===== src/shared/wake_timer_pkg.sv =====
// Purpose: constants shared by the wake-up timer and its prescaler
// Assumes: 8-bit register port, one system clock

package wake_timer_pkg;

    // ------------------------------------------------------------
    // Register map
    // ------------------------------------------------------------
    localparam logic [7:0] ADDR_CONTROL = 8'h23;
    localparam logic [7:0] ADDR_RELOAD_HIGH = 8'h24;
    localparam logic [7:0] ADDR_RELOAD_LOW = 8'h25;
    localparam logic [7:0] ADDR_COUNT_HIGH = 8'h26;
    localparam logic [7:0] ADDR_COUNT_LOW = 8'h27;

    // ------------------------------------------------------------
    // Control fields
    // ------------------------------------------------------------
    localparam int BIT_RUNNING = 7;
    localparam int BIT_RUN_CHANGE = 6;
    localparam int BIT_AUTO_TRIM = 5;
    localparam int BIT_AUTO_CARD = 4;
    localparam int BIT_AUTO_RELOAD = 3;
    localparam int BIT_AUTO_WAKE = 2;
    localparam int CLK_SEL_MSB = 1;
    localparam int CLK_SEL_LSB = 0;

    // ------------------------------------------------------------
    // Reset values and widths
    // ------------------------------------------------------------
    localparam logic [7:0] CONTROL_RESET = 8'h00;
    localparam logic [7:0] RELOAD_RESET = 8'h00;
    localparam logic [7:0] READ_UNMAPPED = 8'h00;
    localparam int COUNT_WIDTH = 16;

    // ------------------------------------------------------------
    // Prescaler divisors, minus one, per clock select code
    // ------------------------------------------------------------
    localparam logic [4:0] DIV_TERM_1 = 5'h00;
    localparam logic [4:0] DIV_TERM_8 = 5'h07;
    localparam logic [4:0] DIV_TERM_16 = 5'h0F;
    localparam logic [4:0] DIV_TERM_32 = 5'h1F;

endpackage


===== src/wakeup_timer_low_power_card_detect.sv =====
// Purpose: 16-bit wake-up down counter with card detect, trim and wake actions
// Assumes: register port and detect inputs are on clk_sys_i; oscillator is async
// Notes: all outputs are flip-flops; action outputs are one-cycle pulses

module wakeup_timer_low_power_card_detect
    import wake_timer_pkg::*;
(
    input wire logic clk_sys_i,
    input wire logic rst_n_i,
    input wire logic low_freq_oscillator_i,
    input wire logic [7:0] reg_addr_i,
    input wire logic reg_wr_i,
    input wire logic reg_rd_i,
    input wire logic [7:0] reg_wdata_i,
    input wire logic irq_flag_clear_i,
    input wire logic field_on_timer_expired_i,
    input wire logic card_present_i,
    output logic [7:0] reg_rdata_o,
    output logic wake_timer_irq_flag_o,
    output logic wake_o,
    output logic trim_start_o,
    output logic field_on_timer_start_o,
    output logic rf_field_on_o,
    output logic card_irq_o,
    output logic power_down_req_o
);

    // ------------------------------------------------------------
    // Declarations
    // ------------------------------------------------------------
    typedef enum logic [0:0] {DETECT_IDLE, DETECT_FIELD} detect_state_t;

    logic osc_meta_reg;
    logic osc_sync_reg;
    logic osc_last_reg;
    logic osc_edge;
    logic tick;
    logic [7:0] control_reg;
    logic [7:0] control_next;
    logic [7:0] reload_high_reg;
    logic [7:0] reload_high_next;
    logic [7:0] reload_low_reg;
    logic [7:0] reload_low_next;
    logic [COUNT_WIDTH-1:0] count_reg;
    logic [COUNT_WIDTH-1:0] count_next;
    logic [COUNT_WIDTH-1:0] reload_value;
    logic [7:0] rdata_reg;
    logic [7:0] rdata_next;
    logic irq_flag_reg;
    logic irq_flag_next;
    logic wake_reg;
    logic trim_reg;
    logic field_start_reg;
    logic field_on_reg;
    logic field_on_next;
    logic card_irq_reg;
    logic power_down_reg;
    logic wake_next;
    logic trim_next;
    logic field_start_next;
    logic card_irq_next;
    logic power_down_next;
    detect_state_t detect_reg;
    detect_state_t detect_next;
    logic ctrl_write;
    logic start_event;
    logic underflow;
    logic detect_done;

    // ------------------------------------------------------------
    // Oscillator synchroniser and edge detect
    // ------------------------------------------------------------
    // Edge detect reads only the second and third stages, never the metastable one
    always_ff @(posedge clk_sys_i or negedge rst_n_i) begin
        if (!rst_n_i) begin
            osc_meta_reg <= 1'b0;
            osc_sync_reg <= 1'b0;
            osc_last_reg <= 1'b0;
        end else begin
            osc_meta_reg <= low_freq_oscillator_i;
            osc_sync_reg <= osc_meta_reg;
            osc_last_reg <= osc_sync_reg;
        end
    end

    assign osc_edge = osc_sync_reg & ~osc_last_reg;

    wake_prescaler u_prescaler (
        .clk_sys_i(clk_sys_i),
        .rst_n_i(rst_n_i),
        .osc_edge_i(osc_edge),
        .restart_i(start_event),
        .clock_select_i(control_reg[CLK_SEL_MSB:CLK_SEL_LSB]),
        .tick_o(tick)
    );

    // ------------------------------------------------------------
    // Event decode
    // ------------------------------------------------------------
    // A start is a strobed write with the run bit set, whether the timer was stopped or running
    assign ctrl_write = reg_wr_i && (reg_addr_i == ADDR_CONTROL);
    assign start_event = ctrl_write && reg_wdata_i[BIT_RUN_CHANGE] && reg_wdata_i[BIT_RUNNING];
    assign reload_value = {reload_high_reg, reload_low_reg};
    // Reload value of one or zero also ends on the very next tick
    assign underflow = tick && control_reg[BIT_RUNNING] && (count_reg <= 16'h0001) && !ctrl_write;
    assign detect_done = (detect_reg == DETECT_FIELD) && field_on_timer_expired_i;

    // ------------------------------------------------------------
    // Control, reload and counter
    // ------------------------------------------------------------
    // A control write is taken ahead of a tick in the same cycle
    always_comb begin
        control_next = control_reg;
        reload_high_next = reload_high_reg;
        reload_low_next = reload_low_reg;
        count_next = count_reg;
        if (ctrl_write) begin
            control_next[5:0] = reg_wdata_i[5:0];
            if (reg_wdata_i[BIT_RUN_CHANGE]) begin
                control_next[BIT_RUNNING] = reg_wdata_i[BIT_RUNNING];
            end
            if (start_event) begin
                count_next = reload_value;
            end
        end else if (underflow) begin
            if (control_reg[BIT_AUTO_RELOAD] || control_reg[BIT_AUTO_CARD]) begin
                count_next = reload_value;
            end else begin
                count_next = '0;
                control_next[BIT_RUNNING] = 1'b0;
            end
        end else if (tick && control_reg[BIT_RUNNING]) begin
            count_next = count_reg - 16'h0001;
        end
        // Reload bytes only change storage; count picks them up at next start or at an underflow with auto reload or auto card detect set
        if (reg_wr_i && (reg_addr_i == ADDR_RELOAD_HIGH)) begin
            reload_high_next = reg_wdata_i;
        end
        if (reg_wr_i && (reg_addr_i == ADDR_RELOAD_LOW)) begin
            reload_low_next = reg_wdata_i;
        end
    end

    always_ff @(posedge clk_sys_i or negedge rst_n_i) begin
        if (!rst_n_i) begin
            control_reg <= CONTROL_RESET;
            reload_high_reg <= RELOAD_RESET;
            reload_low_reg <= RELOAD_RESET;
            count_reg <= '0;
        end else begin
            control_reg <= control_next;
            reload_high_reg <= reload_high_next;
            reload_low_reg <= reload_low_next;
            count_reg <= count_next;
        end
    end

    // ------------------------------------------------------------
    // Register read
    // ------------------------------------------------------------
    // Strobe bit is write-only and reads zero
    always_comb begin
        rdata_next = rdata_reg;
        if (reg_rd_i) begin
            case (reg_addr_i)
                ADDR_CONTROL: rdata_next = control_reg & 8'hBF;
                ADDR_RELOAD_HIGH: rdata_next = reload_high_reg;
                ADDR_RELOAD_LOW: rdata_next = reload_low_reg;
                ADDR_COUNT_HIGH: rdata_next = count_reg[15:8];
                ADDR_COUNT_LOW: rdata_next = count_reg[7:0];
                default: rdata_next = READ_UNMAPPED;
            endcase
        end
    end

    always_ff @(posedge clk_sys_i or negedge rst_n_i) begin
        if (!rst_n_i) begin
            rdata_reg <= READ_UNMAPPED;
        end else begin
            rdata_reg <= rdata_next;
        end
    end

    // ------------------------------------------------------------
    // Underflow actions and card detect sequence
    // ------------------------------------------------------------
    // Flag set wins over a clear arriving in the same cycle
    always_comb begin
        irq_flag_next = irq_flag_reg;
        if (irq_flag_clear_i) begin
            irq_flag_next = 1'b0;
        end
        if (underflow) begin
            irq_flag_next = 1'b1;
        end
        wake_next = underflow && control_reg[BIT_AUTO_WAKE];
        trim_next = underflow && control_reg[BIT_AUTO_TRIM];
        field_start_next = 1'b0;
        field_on_next = field_on_reg;
        card_irq_next = 1'b0;
        power_down_next = 1'b0;
        detect_next = detect_reg;
        case (detect_reg)
            DETECT_IDLE: begin
                if (underflow && control_reg[BIT_AUTO_CARD]) begin
                    field_start_next = 1'b1;
                    field_on_next = 1'b1;
                    detect_next = DETECT_FIELD;
                end
            end
            DETECT_FIELD: begin
                // Field stays on until the field-on timer expires
                if (detect_done) begin
                    field_on_next = 1'b0;
                    detect_next = DETECT_IDLE;
                    card_irq_next = card_present_i;
                    power_down_next = !card_present_i && control_reg[BIT_AUTO_WAKE];
                end
            end
            default: begin
                field_on_next = 1'b0;
                detect_next = DETECT_IDLE;
            end
        endcase
    end

    always_ff @(posedge clk_sys_i or negedge rst_n_i) begin
        if (!rst_n_i) begin
            irq_flag_reg <= 1'b0;
            wake_reg <= 1'b0;
            trim_reg <= 1'b0;
            field_start_reg <= 1'b0;
            field_on_reg <= 1'b0;
            card_irq_reg <= 1'b0;
            power_down_reg <= 1'b0;
            detect_reg <= DETECT_IDLE;
        end else begin
            irq_flag_reg <= irq_flag_next;
            wake_reg <= wake_next;
            trim_reg <= trim_next;
            field_start_reg <= field_start_next;
            field_on_reg <= field_on_next;
            card_irq_reg <= card_irq_next;
            power_down_reg <= power_down_next;
            detect_reg <= detect_next;
        end
    end

    assign reg_rdata_o = rdata_reg;
    assign wake_timer_irq_flag_o = irq_flag_reg;
    assign wake_o = wake_reg;
    assign trim_start_o = trim_reg;
    assign field_on_timer_start_o = field_start_reg;
    assign rf_field_on_o = field_on_reg;
    assign card_irq_o = card_irq_reg;
    assign power_down_req_o = power_down_reg;
endmodule


===== src/wake_prescaler.sv =====
// Purpose: divide oscillator edges into timer ticks
// Assumes: osc_edge_i is a one-cycle pulse in the system clock domain
// Notes: divider restarts on restart_i so each start sees a full first period

module wake_prescaler
    import wake_timer_pkg::*;
(
    input wire logic clk_sys_i,
    input wire logic rst_n_i,
    input wire logic osc_edge_i,
    input wire logic restart_i,
    input wire logic [1:0] clock_select_i,
    output logic tick_o
);

    logic [4:0] div_reg;
    logic [4:0] div_next;
    logic tick_reg;
    logic tick_next;

    // Terminal count for a select code
    function automatic logic [4:0] term_of(input logic [1:0] sel);
        case (sel)
            2'h0: term_of = DIV_TERM_1;
            2'h1: term_of = DIV_TERM_8;
            2'h2: term_of = DIV_TERM_16;
            default: term_of = DIV_TERM_32;
        endcase
    endfunction

    // Count oscillator edges; tick on the last edge of each period
    always_comb begin
        div_next = div_reg;
        tick_next = 1'b0;
        if (restart_i) begin
            div_next = 5'h00;
        end else if (osc_edge_i) begin
            if (div_reg >= term_of(clock_select_i)) begin
                div_next = 5'h00;
                tick_next = 1'b1;
            end else begin
                div_next = div_reg + 5'h01;
            end
        end
    end

    always_ff @(posedge clk_sys_i or negedge rst_n_i) begin
        if (!rst_n_i) begin
            div_reg <= 5'h00;
            tick_reg <= 1'b0;
        end else begin
            div_reg <= div_next;
            tick_reg <= tick_next;
        end
    end

    assign tick_o = tick_reg;

endmodule


===== config.mk =====
export PLATFORM = sky130hd
export DESIGN_NAME = wakeup_timer_low_power_card_detect
export DESIGN_NICKNAME = d
export VERILOG_FILES = /design/src/shared/wake_timer_pkg.sv /design/src/wakeup_timer_low_power_card_detect.sv /design/src/wake_prescaler.sv
export SDC_FILE = /design/constraint.sdc
export NUM_CORES = 1
export LEC_CHECK = 0
export ABC_AREA = 1
export CAP_MARGIN = 25
export CORE_MARGIN = 2
export CORE_UTILIZATION = 35
export CTS_CLUSTER_DIAMETER = 60
export DETAILED_ROUTE_END_ITERATION = 10
export DONT_BUFFER_PORTS = 1
export GPL_TIMING_DRIVEN = 0
export MAX_ROUTING_LAYER = met4
export PLACE_DENSITY = 0.47
export SLEW_MARGIN = 20
export SYNTH_ARGS = -nofsm -noshare
export SYNTH_HDL_FRONTEND = slang
export SYNTH_HIERARCHICAL = 1
export SYNTH_SLANG_ARGS = --single-unit

===== constraint.sdc =====
create_clock -name clk_sys_i -period 2.45 [get_ports clk_sys_i]
set_input_delay 0.1225 -clock clk_sys_i [delete_from_list [all_inputs] [get_ports clk_sys_i]]
set_output_delay 0.1225 -clock clk_sys_i [all_outputs]
set_load 0.005 [all_outputs]

==> flow_metrics.env, run 1 <==
export IMPL_syn_avg_cell_area_um2=7.181
export IMPL_clkPwrFrac_pct=42.1
export IMPL_reg2reg_setup_slack_ns=0.34
export IMPL_async_flop_share_pct=100.0
export IMPL_arrival_ns=2.35
export IMPL_synth_area_leaders="dfrtp_1 42%, nand2_1 18%, inv_1 6.9%"
export IMPL_synth_seq_cells=64
export IMPL_synthesis_area_um2=3799
export IMPL_drive_gt1_share_pct=8.214
export IMPL_top_usage_layer="met2"
export IMPL_ys_flop_type="dfrtp_1"
export IMPL_r2r_start="count_reg[0]"
export IMPL_grt_pass1_vias=3294
export IMPL_start_util_pct=35.51
export IMPL_total_power_mw=2.727
export IMPL_tns_ns=0
export IMPL_synth_simple_area_share_pct=36.86
export IMPL_muxShareOfSynthArea_pct=0
export IMPL_hold_violations=0
export IMPL_num_antenna_cells=0
export IMPL_seq_area_frac_synth_pct=42.16
export IMPL_place_inst=669
export IMPL_die_area_um2=11700
export IMPL_synth_most_common_cell="nand2_1"
export IMPL_place_area_um2=3974
export IMPL_synth_top_family_by_area="simple AND/OR/NAND/NOR gates"
export IMPL_ir_drop_uv=322.2
export IMPL_worstHoldStart="reg_wdata_i[6]"
export IMPL_rr_endpoint="count_reg[8]"
export IMPL_pre_cts_ws_ns=0.3404
export IMPL_ys_top_cells_by_count="184 x nand2_1, 70 x inv_1, 64 x dfrtp_1, 52 x nor2_1, 47 x nand3_1"
export IMPL_postRouteAntennaNets=0
export IMPL_via_per_inst=4.696
export IMPL_outcome="finished, final reports clean"
export IMPL_setup_ws_ns=0.3406
export IMPL_rsz0062_at_grt="no"
export IMPL_route_detailed_drc=0
export IMPL_cap_violations=0
export IMPL_hpwl_um=7757
export IMPL_n_fill_cell=1181
export IMPL_p_int_mw=1.972
export IMPL_area_growth_pct=15.48
export IMPL_grt_pass1_wl_um=17420
export IMPL_end_kind="register"
export IMPL_ys_types=34
export IMPL_synth_compound_area_share_pct=7.773
export IMPL_clk_latency_ns=0.36
export IMPL_holdCritPathClass="in2reg"
export IMPL_cts_buffers=9
export IMPL_whs_endpoint="reload_high_reg[6]"
export IMPL_cp_start_kind="register"
export IMPL_first_pass_iters=4
export IMPL_hold_depth=2
export IMPL_pwr_share_seq_pct=45.0
export IMPL_rows=38
export IMPL_coreArea_um2=10700
export IMPL_grtUsageTotal_pct=20.33
export IMPL_yosysTopAreaCellShare_pct=42.16
export IMPL_finClkSkew_ns=0.01494
export IMPL_design_area_um2=4387
export IMPL_drtIter0Drc=250
export IMPL_sw_frac_of_total_pct=27.68
export IMPL_fmax_ghz=0.4741
export IMPL_syn_nets=560
export IMPL_die_w_um=108.2
export IMPL_power_density_nw_per_um2=621.7
export IMPL_synthCells=529
export IMPL_grt_start_max_net_pins=65
export IMPL_antenna_found_initial=0
export IMPL_use_met1_pct=27.06
export IMPL_path_clk_slew_ns=0.09
export IMPL_largest_reg_flops=16
export IMPL_cts_tree="yes"
export IMPL_slew_headroom_pct=58.03
export IMPL_place_gp_congestion=0.8512
export IMPL_h_tree_depth=3
export IMPL_crit_fanout=9
export IMPL_setup_viol=0
export IMPL_portBuffers=0
export IMPL_combPwrFrac_pct=12.8
export IMPL_num_nets_final=586
export IMPL_switchingPower_mw=0.7550
export IMPL_final_max_slew_viol_count=0
export IMPL_yosysWarningCount=6
export IMPL_vias=3287
export IMPL_synthAdderAreaFrac_pct=2.306
export IMPL_io_pins=39
export IMPL_required_ns=2.69
export IMPL_routed_wl_um=10310
export IMPL_clock_sinks=64
export IMPL_reg2reg_depth=11
export IMPL_clock_path_buffers=2
export IMPL_cts_setup_buffers=0
export IMPL_p_leak_nw=2.226
export IMPL_use_met3_pct=3.556
export IMPL_worstMarginPinSlew_ns=0.6273
export IMPL_period_needed_ns=2.109
export IMPL_regArea_um2=1602
export IMPL_post_synth_top_area_cell="dfrtp_1"
export IMPL_min_period_over_period_pct=86.10
export IMPL_clockRootBuffer="clkbuf_8"
export IMPL_wl_per_cell_um=14.72
export IMPL_grt_overflow=0
export IMPL_final_cells=700
export IMPL_synth_edf_count=0
export IMPL_synthXorXnorAreaFrac_pct=2.075
export IMPL_grtUsageMet2_pct=31.45
export IMPL_critPathKind="reg2reg"
export IMPL_multi_input_area_um2=1862
export IMPL_die_y_um=108.2
==> area by class of cell <==
type | count | area share, %
buffer | 10 | 1.483
clock inverter | 5 | 2.367
multi-input combinational | 383 | 42.44
tap | 140 | 3.993
sequential | 64 | 36.51
timing repair buffer | 15 | 3.822
inverter | 72 | 6.161
clock buffer | 11 | 3.223
==> per-layer routing <==
metal  part of all wire (%)  wire [µm]
met3                    2.8        291
met2                     48       4907
met4                    1.6        163
met5                      0          0
met1                     48       4943
==> per-stage QoR <==
step | hold WS, ns | utilization [%]
final | 0.01952 | 41.01
after global routing | 0.02863 | 41.01
after CTS | 0.02086 | 41.01
after detailed placement | -0.1700 | 37.15
after global placement | -0.1700 | 37.15
after floorplan | -0.1731 | -
==> layout by cell type, fill, tap and decap left out, drive strengths merged <==
master         n
buf            7
o21ai         45
nand4          2
nand2        190
or2            1
o211ai         1
o21bai         1
clkinv         2
nand3b         2
dlygate4sd3   14
nor2          61
nor4           1
xor2           7
nor3           7
bufinv         3
xnor2          2
nand3         50
a21oi          6
ha             7
clkbuf        15
dfrtp         64
inv           72
==> logic make-up after synthesis <==
kind of cell               after synthesis
adders and majority gates                7
xor gates and xnor gates                 9
DFF                                     64
buffers and inverters                   82
and+or+nand+nor                        314
AOI/OAI and AO/OA                       53
==> worst max-delay path by stage <==
| stage | startpoint | end | depth (start not counted) |
|---|---|---|---|
| 6_report | count_reg[0] | count_reg[8] | 11 |
| 3_5_place_dp | count_reg[0] | count_reg[5] | 11 |
| 4_1_cts | count_reg[0] | count_reg[5] | 11 |
| 3_3_place_gp | count_reg[0] | count_reg[10] | 11 |
| 2_1_floorplan | count_reg[0] | count_reg[6] | 10 |
| 5_1_grt | count_reg[0] | count_reg[6] | 11 |
==> critical path, stage by stage (launching register included) <==
cell	delay (ns)
dfrtp_1	0.41
inv_1	0.16
ha_1	0.26
nor2_1	0.07
nor2_1	0.12
inv_1	0.05
nor2_1	0.15
nand3_2	0.28
nor2_4	0.27
nor2_8	0.08
nand3_1	0.08
nand2_1	0.05
==> what timing repair did <==
| item | CTS | global route |
|---|---|---|
| hold buffers | 15 | 0 |
| hold endpoints to repair | 88 | 0 |
| resized for setup | 0 | 0 |
==> power groups by stage <==
stage	clock network, mW	logic (mW)	registers (mW)
detailed placement	0	0.307	1.25
floorplan	0	0.254	1.22
global placement	0	0.301	1.25
finish	1.15	0.350	1.23
global route	1.22	0.418	1.24
CTS	1.17	0.354	1.23
Power figures use the tool's default switching activity.
==> run 2, diff against run 1 <==
- ABC_AREA: 1 -> not set
==> run 2 against run 1 <==
Effect of this change: largest power group unchanged; worst hold slack worse by 0.0077 ns; area after synthesis is 8.2% lower; worst setup slack worse by 0.17 ns; via count is 17% lower; maximum frequency is 7.5% lower; final area is 7.8% lower; largest cell class unchanged.
==> flow_metrics.env, run 2 <==
export IMPL_coreArea_um2=9729
export IMPL_layout_common_cells="64 x dfrtp_1, 25 x nor2_1, 24 x nand2_1"
export IMPL_synth_edf_count=0
export IMPL_rr_endpoint="count_reg[3]"
export IMPL_num_nets_final=390
export IMPL_wl_per_cell_um=19.41
export IMPL_fmax_ghz=0.4386
export IMPL_die_area_um2=10770
export IMPL_finClkSkew_ns=0.01029
export IMPL_arrival_ns=2.51
export IMPL_clock_path_buffers=2
export IMPL_post_synth_top_area_cell="dfrtp_1"
export IMPL_die_w_um=103.8
export IMPL_ys_types=68
export IMPL_end_kind="register"
export IMPL_final_max_slew_viol_count=0
export IMPL_ys_flop_type="dfrtp_1"
export IMPL_area_growth_pct=16.04
export IMPL_clock_sinks=64
export IMPL_final_cells=497
export IMPL_routed_wl_um=9645
export IMPL_synth_most_common_cell="dfrtp_1"
export IMPL_setup_viol=0
export IMPL_clk_latency_ns=0.36
export IMPL_synth_seq_cells=64
export IMPL_yosysWarningCount=6
export IMPL_min_period_over_period_pct=93.05
export IMPL_synth_area_leaders="dfrtp_1 46%, mux2_2 7.4%, nor2_1 2.7%"
export IMPL_period_needed_ns=2.280
export IMPL_reg2reg_setup_slack_ns=0.17
export IMPL_outcome="finished, final reports clean"
export IMPL_antenna_found_initial=0
export IMPL_final_common_cell="dfrtp_1"
export IMPL_slew_headroom_pct=51.73
export IMPL_grt_overflow=0
export IMPL_hpwl_um=6888
export IMPL_worstMarginPinSlew_ns=0.7241
export IMPL_hold_violations=0
export IMPL_cap_violations=0
export IMPL_async_flop_share_pct=100.0
export IMPL_h_tree_depth=3
export IMPL_route_detailed_drc=0
export IMPL_postRouteAntennaNets=0
export IMPL_ir_drop_uv=337.2
export IMPL_place_gp_congestion=0.8777
export IMPL_critPathKind="reg2reg"
export IMPL_grtUsageTotal_pct=19.27
export IMPL_synthCells=334
export IMPL_cts_buffers=9
export IMPL_worstHoldStart="reg_addr_i[4]"
export IMPL_cts_tree="yes"
export IMPL_io_pins=39
export IMPL_largest_reg_flops=16
export IMPL_seq_area_frac_synth_pct=45.94
export IMPL_final_util_pct=41.58
export IMPL_num_antenna_cells=0
export IMPL_start_util_pct=35.83
export IMPL_reg2reg_depth=7
export IMPL_cp_start_kind="register"
export IMPL_rsz0062_at_grt="no"
export IMPL_whs_endpoint="reg_rdata_o[6]"
export IMPL_r2r_start="count_reg[4]"
export IMPL_vias=2744
export IMPL_n_fill_cell=998
export IMPL_drtIter0Drc=145
export IMPL_design_area_um2=4045
export IMPL_rows=36
export IMPL_tns_ns=0
export IMPL_p_leak_nw=1.789
export IMPL_holdCritPathClass="in2reg"
export IMPL_syn_avg_cell_area_um2=10.44
export IMPL_path_clk_slew_ns=0.08
export IMPL_drive_gt1_share_pct=18.13
export IMPL_required_ns=2.68
export IMPL_grt_start_max_net_pins=65
export IMPL_yosysTopAreaCellShare_pct=45.94
export IMPL_via_per_inst=5.521
export IMPL_grt_pass1_wl_um=15620
export IMPL_synthesis_area_um2=3486
export IMPL_clockRootBuffer="clkbuf_8"
export IMPL_ys_top_cells_by_count="64 x dfrtp_1, 25 x nor2_1, 24 x nand2_1, 23 x mux2_2, 17 x inv_1"
export IMPL_syn_nets=365
export IMPL_first_pass_iters=4
export IMPL_crit_fanout=10
export IMPL_grt_pass1_vias=2858
export IMPL_die_y_um=103.8
export IMPL_portBuffers=0
export IMPL_place_area_um2=3652
export IMPL_power_density_nw_per_um2=657.5
export IMPL_place_inst=467
export IMPL_hold_depth=3
[run 2: changes by cell type after synthesis, sizes merged, moves of 9 or more]
cell / change
inv: -55
o21ai: -28
mux2: +23
nand2: -165
nor2: -35
o22ai: +9
nand3: -34
[run 2: cell type report]
class                      instances  area [µm²]  share of cell area (%)
multi-input combinational        240        1764                   43.61
sequential                        64        1602                   39.59
tap                              133       166.4                   4.114
timing repair buffer              14       157.7                   3.897
clock buffer                       9       123.9                   3.062
clock inverter                     7       102.6                   2.536
buffer                            13       65.06                   1.608
inverter                          17       63.81                   1.577
[run 2: worst max-delay path by stage]
stage	start	to	slack, ns	cells after the start
floorplan	count_reg[8]	count_reg[14]	0.46	7
global placement	count_reg[8]	count_reg[1]	-0.02	7
detailed placement	count_reg[8]	count_reg[1]	-0.003	7
CTS	count_reg[8]	count_reg[4]	0.001	7
global route	count_reg[4]	count_reg[3]	0.002	7
finish	count_reg[4]	count_reg[3]	0.17	7
[run 2: cell families after synthesis]
| family | count (synthesis) | share of synthesized area, % |
|---|---|---|
| and+or+nand+nor | 116 | 19.35 |
| AOI/OAI and AO/OA | 85 | 18.13 |
| adders and majority gates | 7 | 2.512 |
| buffers and inverters | 30 | 3.697 |
| DFF | 64 | 45.94 |
| muxes | 32 | 10.37 |
[run 2: layer usage]
metal	track usage (%)	routed length [µm]	vias up
li1	-	-	1307
met1	25.23	4514	1385
met2	30.46	4725	43
met3	4.342	295	9
met4	4.923	110	0
met5	-	0	-
[run 2: power breakdown]
group	switching (mW)	leakage [nW]	internal, mW	total, mW
registers	0.0885	0.856	1.13	1.21
logic	0.209	0.821	0.179	0.387
clock network	0.473	0.111	0.585	1.06
[run 2: what timing repair did]
action | in CTS | in global routing
endpoints found under the hold margin | 93 | 0
setup buffers | 0 | 0
gates resized for setup | 0 | 1
setup endpoints to repair | 0 | 7
hold buffers | 14 | 0
[run 2: metrics by stage]
step | total power [mW] | hold slack, ns | worst slack [ns]
after floorplan | 1.483 | -0.1731 | 0.4625
after global placement | 1.567 | -0.1691 | -0.01618
after detailed placement | 1.575 | -0.1687 | -0.002740
after CTS | 2.694 | 0.004992 | 0.001054
after global routing | 2.813 | 0.01360 | 0.002479
final | 2.660 | 0.01185 | 0.1702
[run 2: critical path, cell delays in order, from the launching register on]
cell,delay [ns]
dfrtp_1,0.36
buf_2,0.18
nor4_4,0.39
o2111ai_2,0.28
o21ai_2,0.34
buf_2,0.28
a2bb2oi_1,0.22
o2bb2ai_1,0.09
==> run 3, diff against run 2 <==
- CORE_UTILIZATION: 35 -> 50
- PLACE_DENSITY: 0.47 -> 0.63
==> run 3 against run 2 <==
Effect of this change: core utilization grew 17 points; critical path depth fell by 1; via count increased by 4.4%; total power shrank 0.35%; sequential cell count stayed put; maximum frequency grew 1.7%; register-to-register slack improved by 0.04 ns; clock-buffer cell count stayed put; critical path type unchanged; critical endpoint is now count_reg[11]; largest cell class unchanged.
==> flow_metrics.env, run 3 (synthesis gave the netlist of run 2 again) <==
export IMPL_outcome="finished, final reports clean"
export IMPL_start_util_pct=51.59
export IMPL_cts_buffers=9
export IMPL_grtUsageTotal_pct=26.24
export IMPL_clock_path_buffers=2
export IMPL_io_pins=39
export IMPL_wl_per_cell_um=20.57
export IMPL_cap_violations=0
export IMPL_regArea_um2=1602
export IMPL_hpwl_um=6205
export IMPL_num_antenna_cells=0
export IMPL_place_area_um2=3586
export IMPL_num_nets_final=390
export IMPL_cts_setup_buffers=0
export IMPL_slew_headroom_pct=52.23
export IMPL_use_met1_pct=34.97
export IMPL_crit_fanout=10
export IMPL_final_max_slew_viol_count=0
export IMPL_critPathKind="reg2reg"
export IMPL_tns_ns=0
export IMPL_power_density_nw_per_um2=666.1
export IMPL_rows=30
export IMPL_setup_viol=0
export IMPL_fmax_ghz=0.4460
export IMPL_use_met3_pct=6.351
export IMPL_cp_start_kind="register"
export IMPL_layout_common_cells="64 x dfrtp_1, 25 x nor2_1, 24 x nand2_1"
export IMPL_grt_pass1_wl_um=14660
export IMPL_path_clk_slew_ns=0.08
export IMPL_antenna_found_initial=0
export IMPL_total_power_mw=2.650
export IMPL_worstMarginPinSlew_ns=0.7166
export IMPL_min_period_over_period_pct=91.51
export IMPL_coreArea_um2=6756
export IMPL_hold_violations=0
export IMPL_area_growth_pct=14.14
export IMPL_rsz0062_at_grt="no"
export IMPL_route_detailed_drc=0
export IMPL_drtIter0Drc=187
export IMPL_grt_start_max_net_pins=65
export IMPL_die_y_um=87.50
export IMPL_reg2reg_depth=6
export IMPL_design_area_um2=3979
export IMPL_whs_ns=0.05085
export IMPL_place_inst=414
export IMPL_grt_pass1_vias=2810
export IMPL_final_common_cell="dfrtp_1"
export IMPL_clock_sinks=64
export IMPL_final_cells=444
export IMPL_first_pass_iters=6
export IMPL_die_w_um=87.50
export IMPL_arrival_ns=2.53
export IMPL_cts_tree="yes"
export IMPL_finClkSkew_ns=0.01081
export IMPL_top_usage_layer="met2"
export IMPL_place_gp_congestion=0.9273
export IMPL_p_leak_nw=1.789
export IMPL_portBuffers=0
export IMPL_h_tree_depth=3
export IMPL_n_fill_cell=581
export IMPL_routed_wl_um=9134
export IMPL_postRouteAntennaNets=0
export IMPL_hold_depth=3
export IMPL_holdCritPathClass="in2reg"
export IMPL_clockRootBuffer="clkbuf_8"
export IMPL_grtUsageMet2_pct=38.84
export IMPL_multi_input_area_um2=1764
export IMPL_die_area_um2=7655
export IMPL_drive_gt1_share_pct=18.13
export IMPL_via_per_inst=6.450
export IMPL_vias=2864
export IMPL_period_needed_ns=2.242
export IMPL_end_kind="register"
export IMPL_largest_reg_flops=16
export IMPL_grt_overflow=0
export IMPL_ir_drop_uv=426.7
export IMPL_required_ns=2.74
export IMPL_clk_latency_ns=0.35
==> run 3: cell counts in the layout (fill, tap and decap cells not counted) <==
No cell type changed its count.
==> run 3: layout make-up <==
class / instances / share of cell area [%]
multi-input combinational: 240 / 44.34
buffer: 13 / 1.635
clock buffer: 9 / 3.113
sequential: 64 / 40.25
timing repair buffer: 14 / 3.962
clock inverter: 7 / 2.579
inverter: 17 / 1.604
tap: 80 / 2.516
==> run 3: report_power, final <==
| part | total (mW) | switching [mW] | internal (mW) |
|---|---|---|---|
| Combinational | 0.389 | 0.210 | 0.178 |
| Sequential | 1.21 | 0.0880 | 1.13 |
| Clock | 1.05 | 0.463 | 0.585 |
==> run 3: per-stage QoR <==
step	utilization, %	setup WS, ns
finish	58.89	0.2081
global placement	53.07	0.1154
CTS	58.76	0.08884
global route	58.89	0.03492
detailed placement	53.07	0.1107
floorplan	-	0.4625
==> run 3: routing by layer <==
| metal | up-vias | wire [µm] |
|---|---|---|
| li1 | 1312 | - |
| met1 | 1403 | 4066 |
| met2 | 122 | 4253 |
| met3 | 27 | 540 |
| met4 | 0 | 274 |
| met5 | - | 0 |
==> run 3: critical path, cell delays in order (launching register included) <==
cell	delay (ns)
dfrtp_1	0.37
buf_2	0.18
nor4_4	0.35
o2111ai_2	0.27
o31ai_2	0.56
and2_1	0.28
a221o_1	0.17
==> run 3: final timing paths <==
path | slack (ns) | startpoint | end
setup / recovery | 0.21 | count_reg[4] | count_reg[11]
hold / removal | 0.05 | reg_addr_i[4] | reg_rdata_o[6]
setup reg to reg | 0.21 | count_reg[4] | count_reg[11]
hold reg to reg | 0.36 | osc_meta_reg | osc_sync_reg
max in group asynchronous | 1.87 | rst_n_i | control_reg[4]
min in group asynchronous | 0.29 | rst_n_i | count_reg[7]
==> run 3: repair_timing <==
action	4_1_cts	5_1_grt
resized for setup	0	1
hold buffers	14	0
endpoints found under the hold margin	93	0
endpoints found under the setup margin	0	7
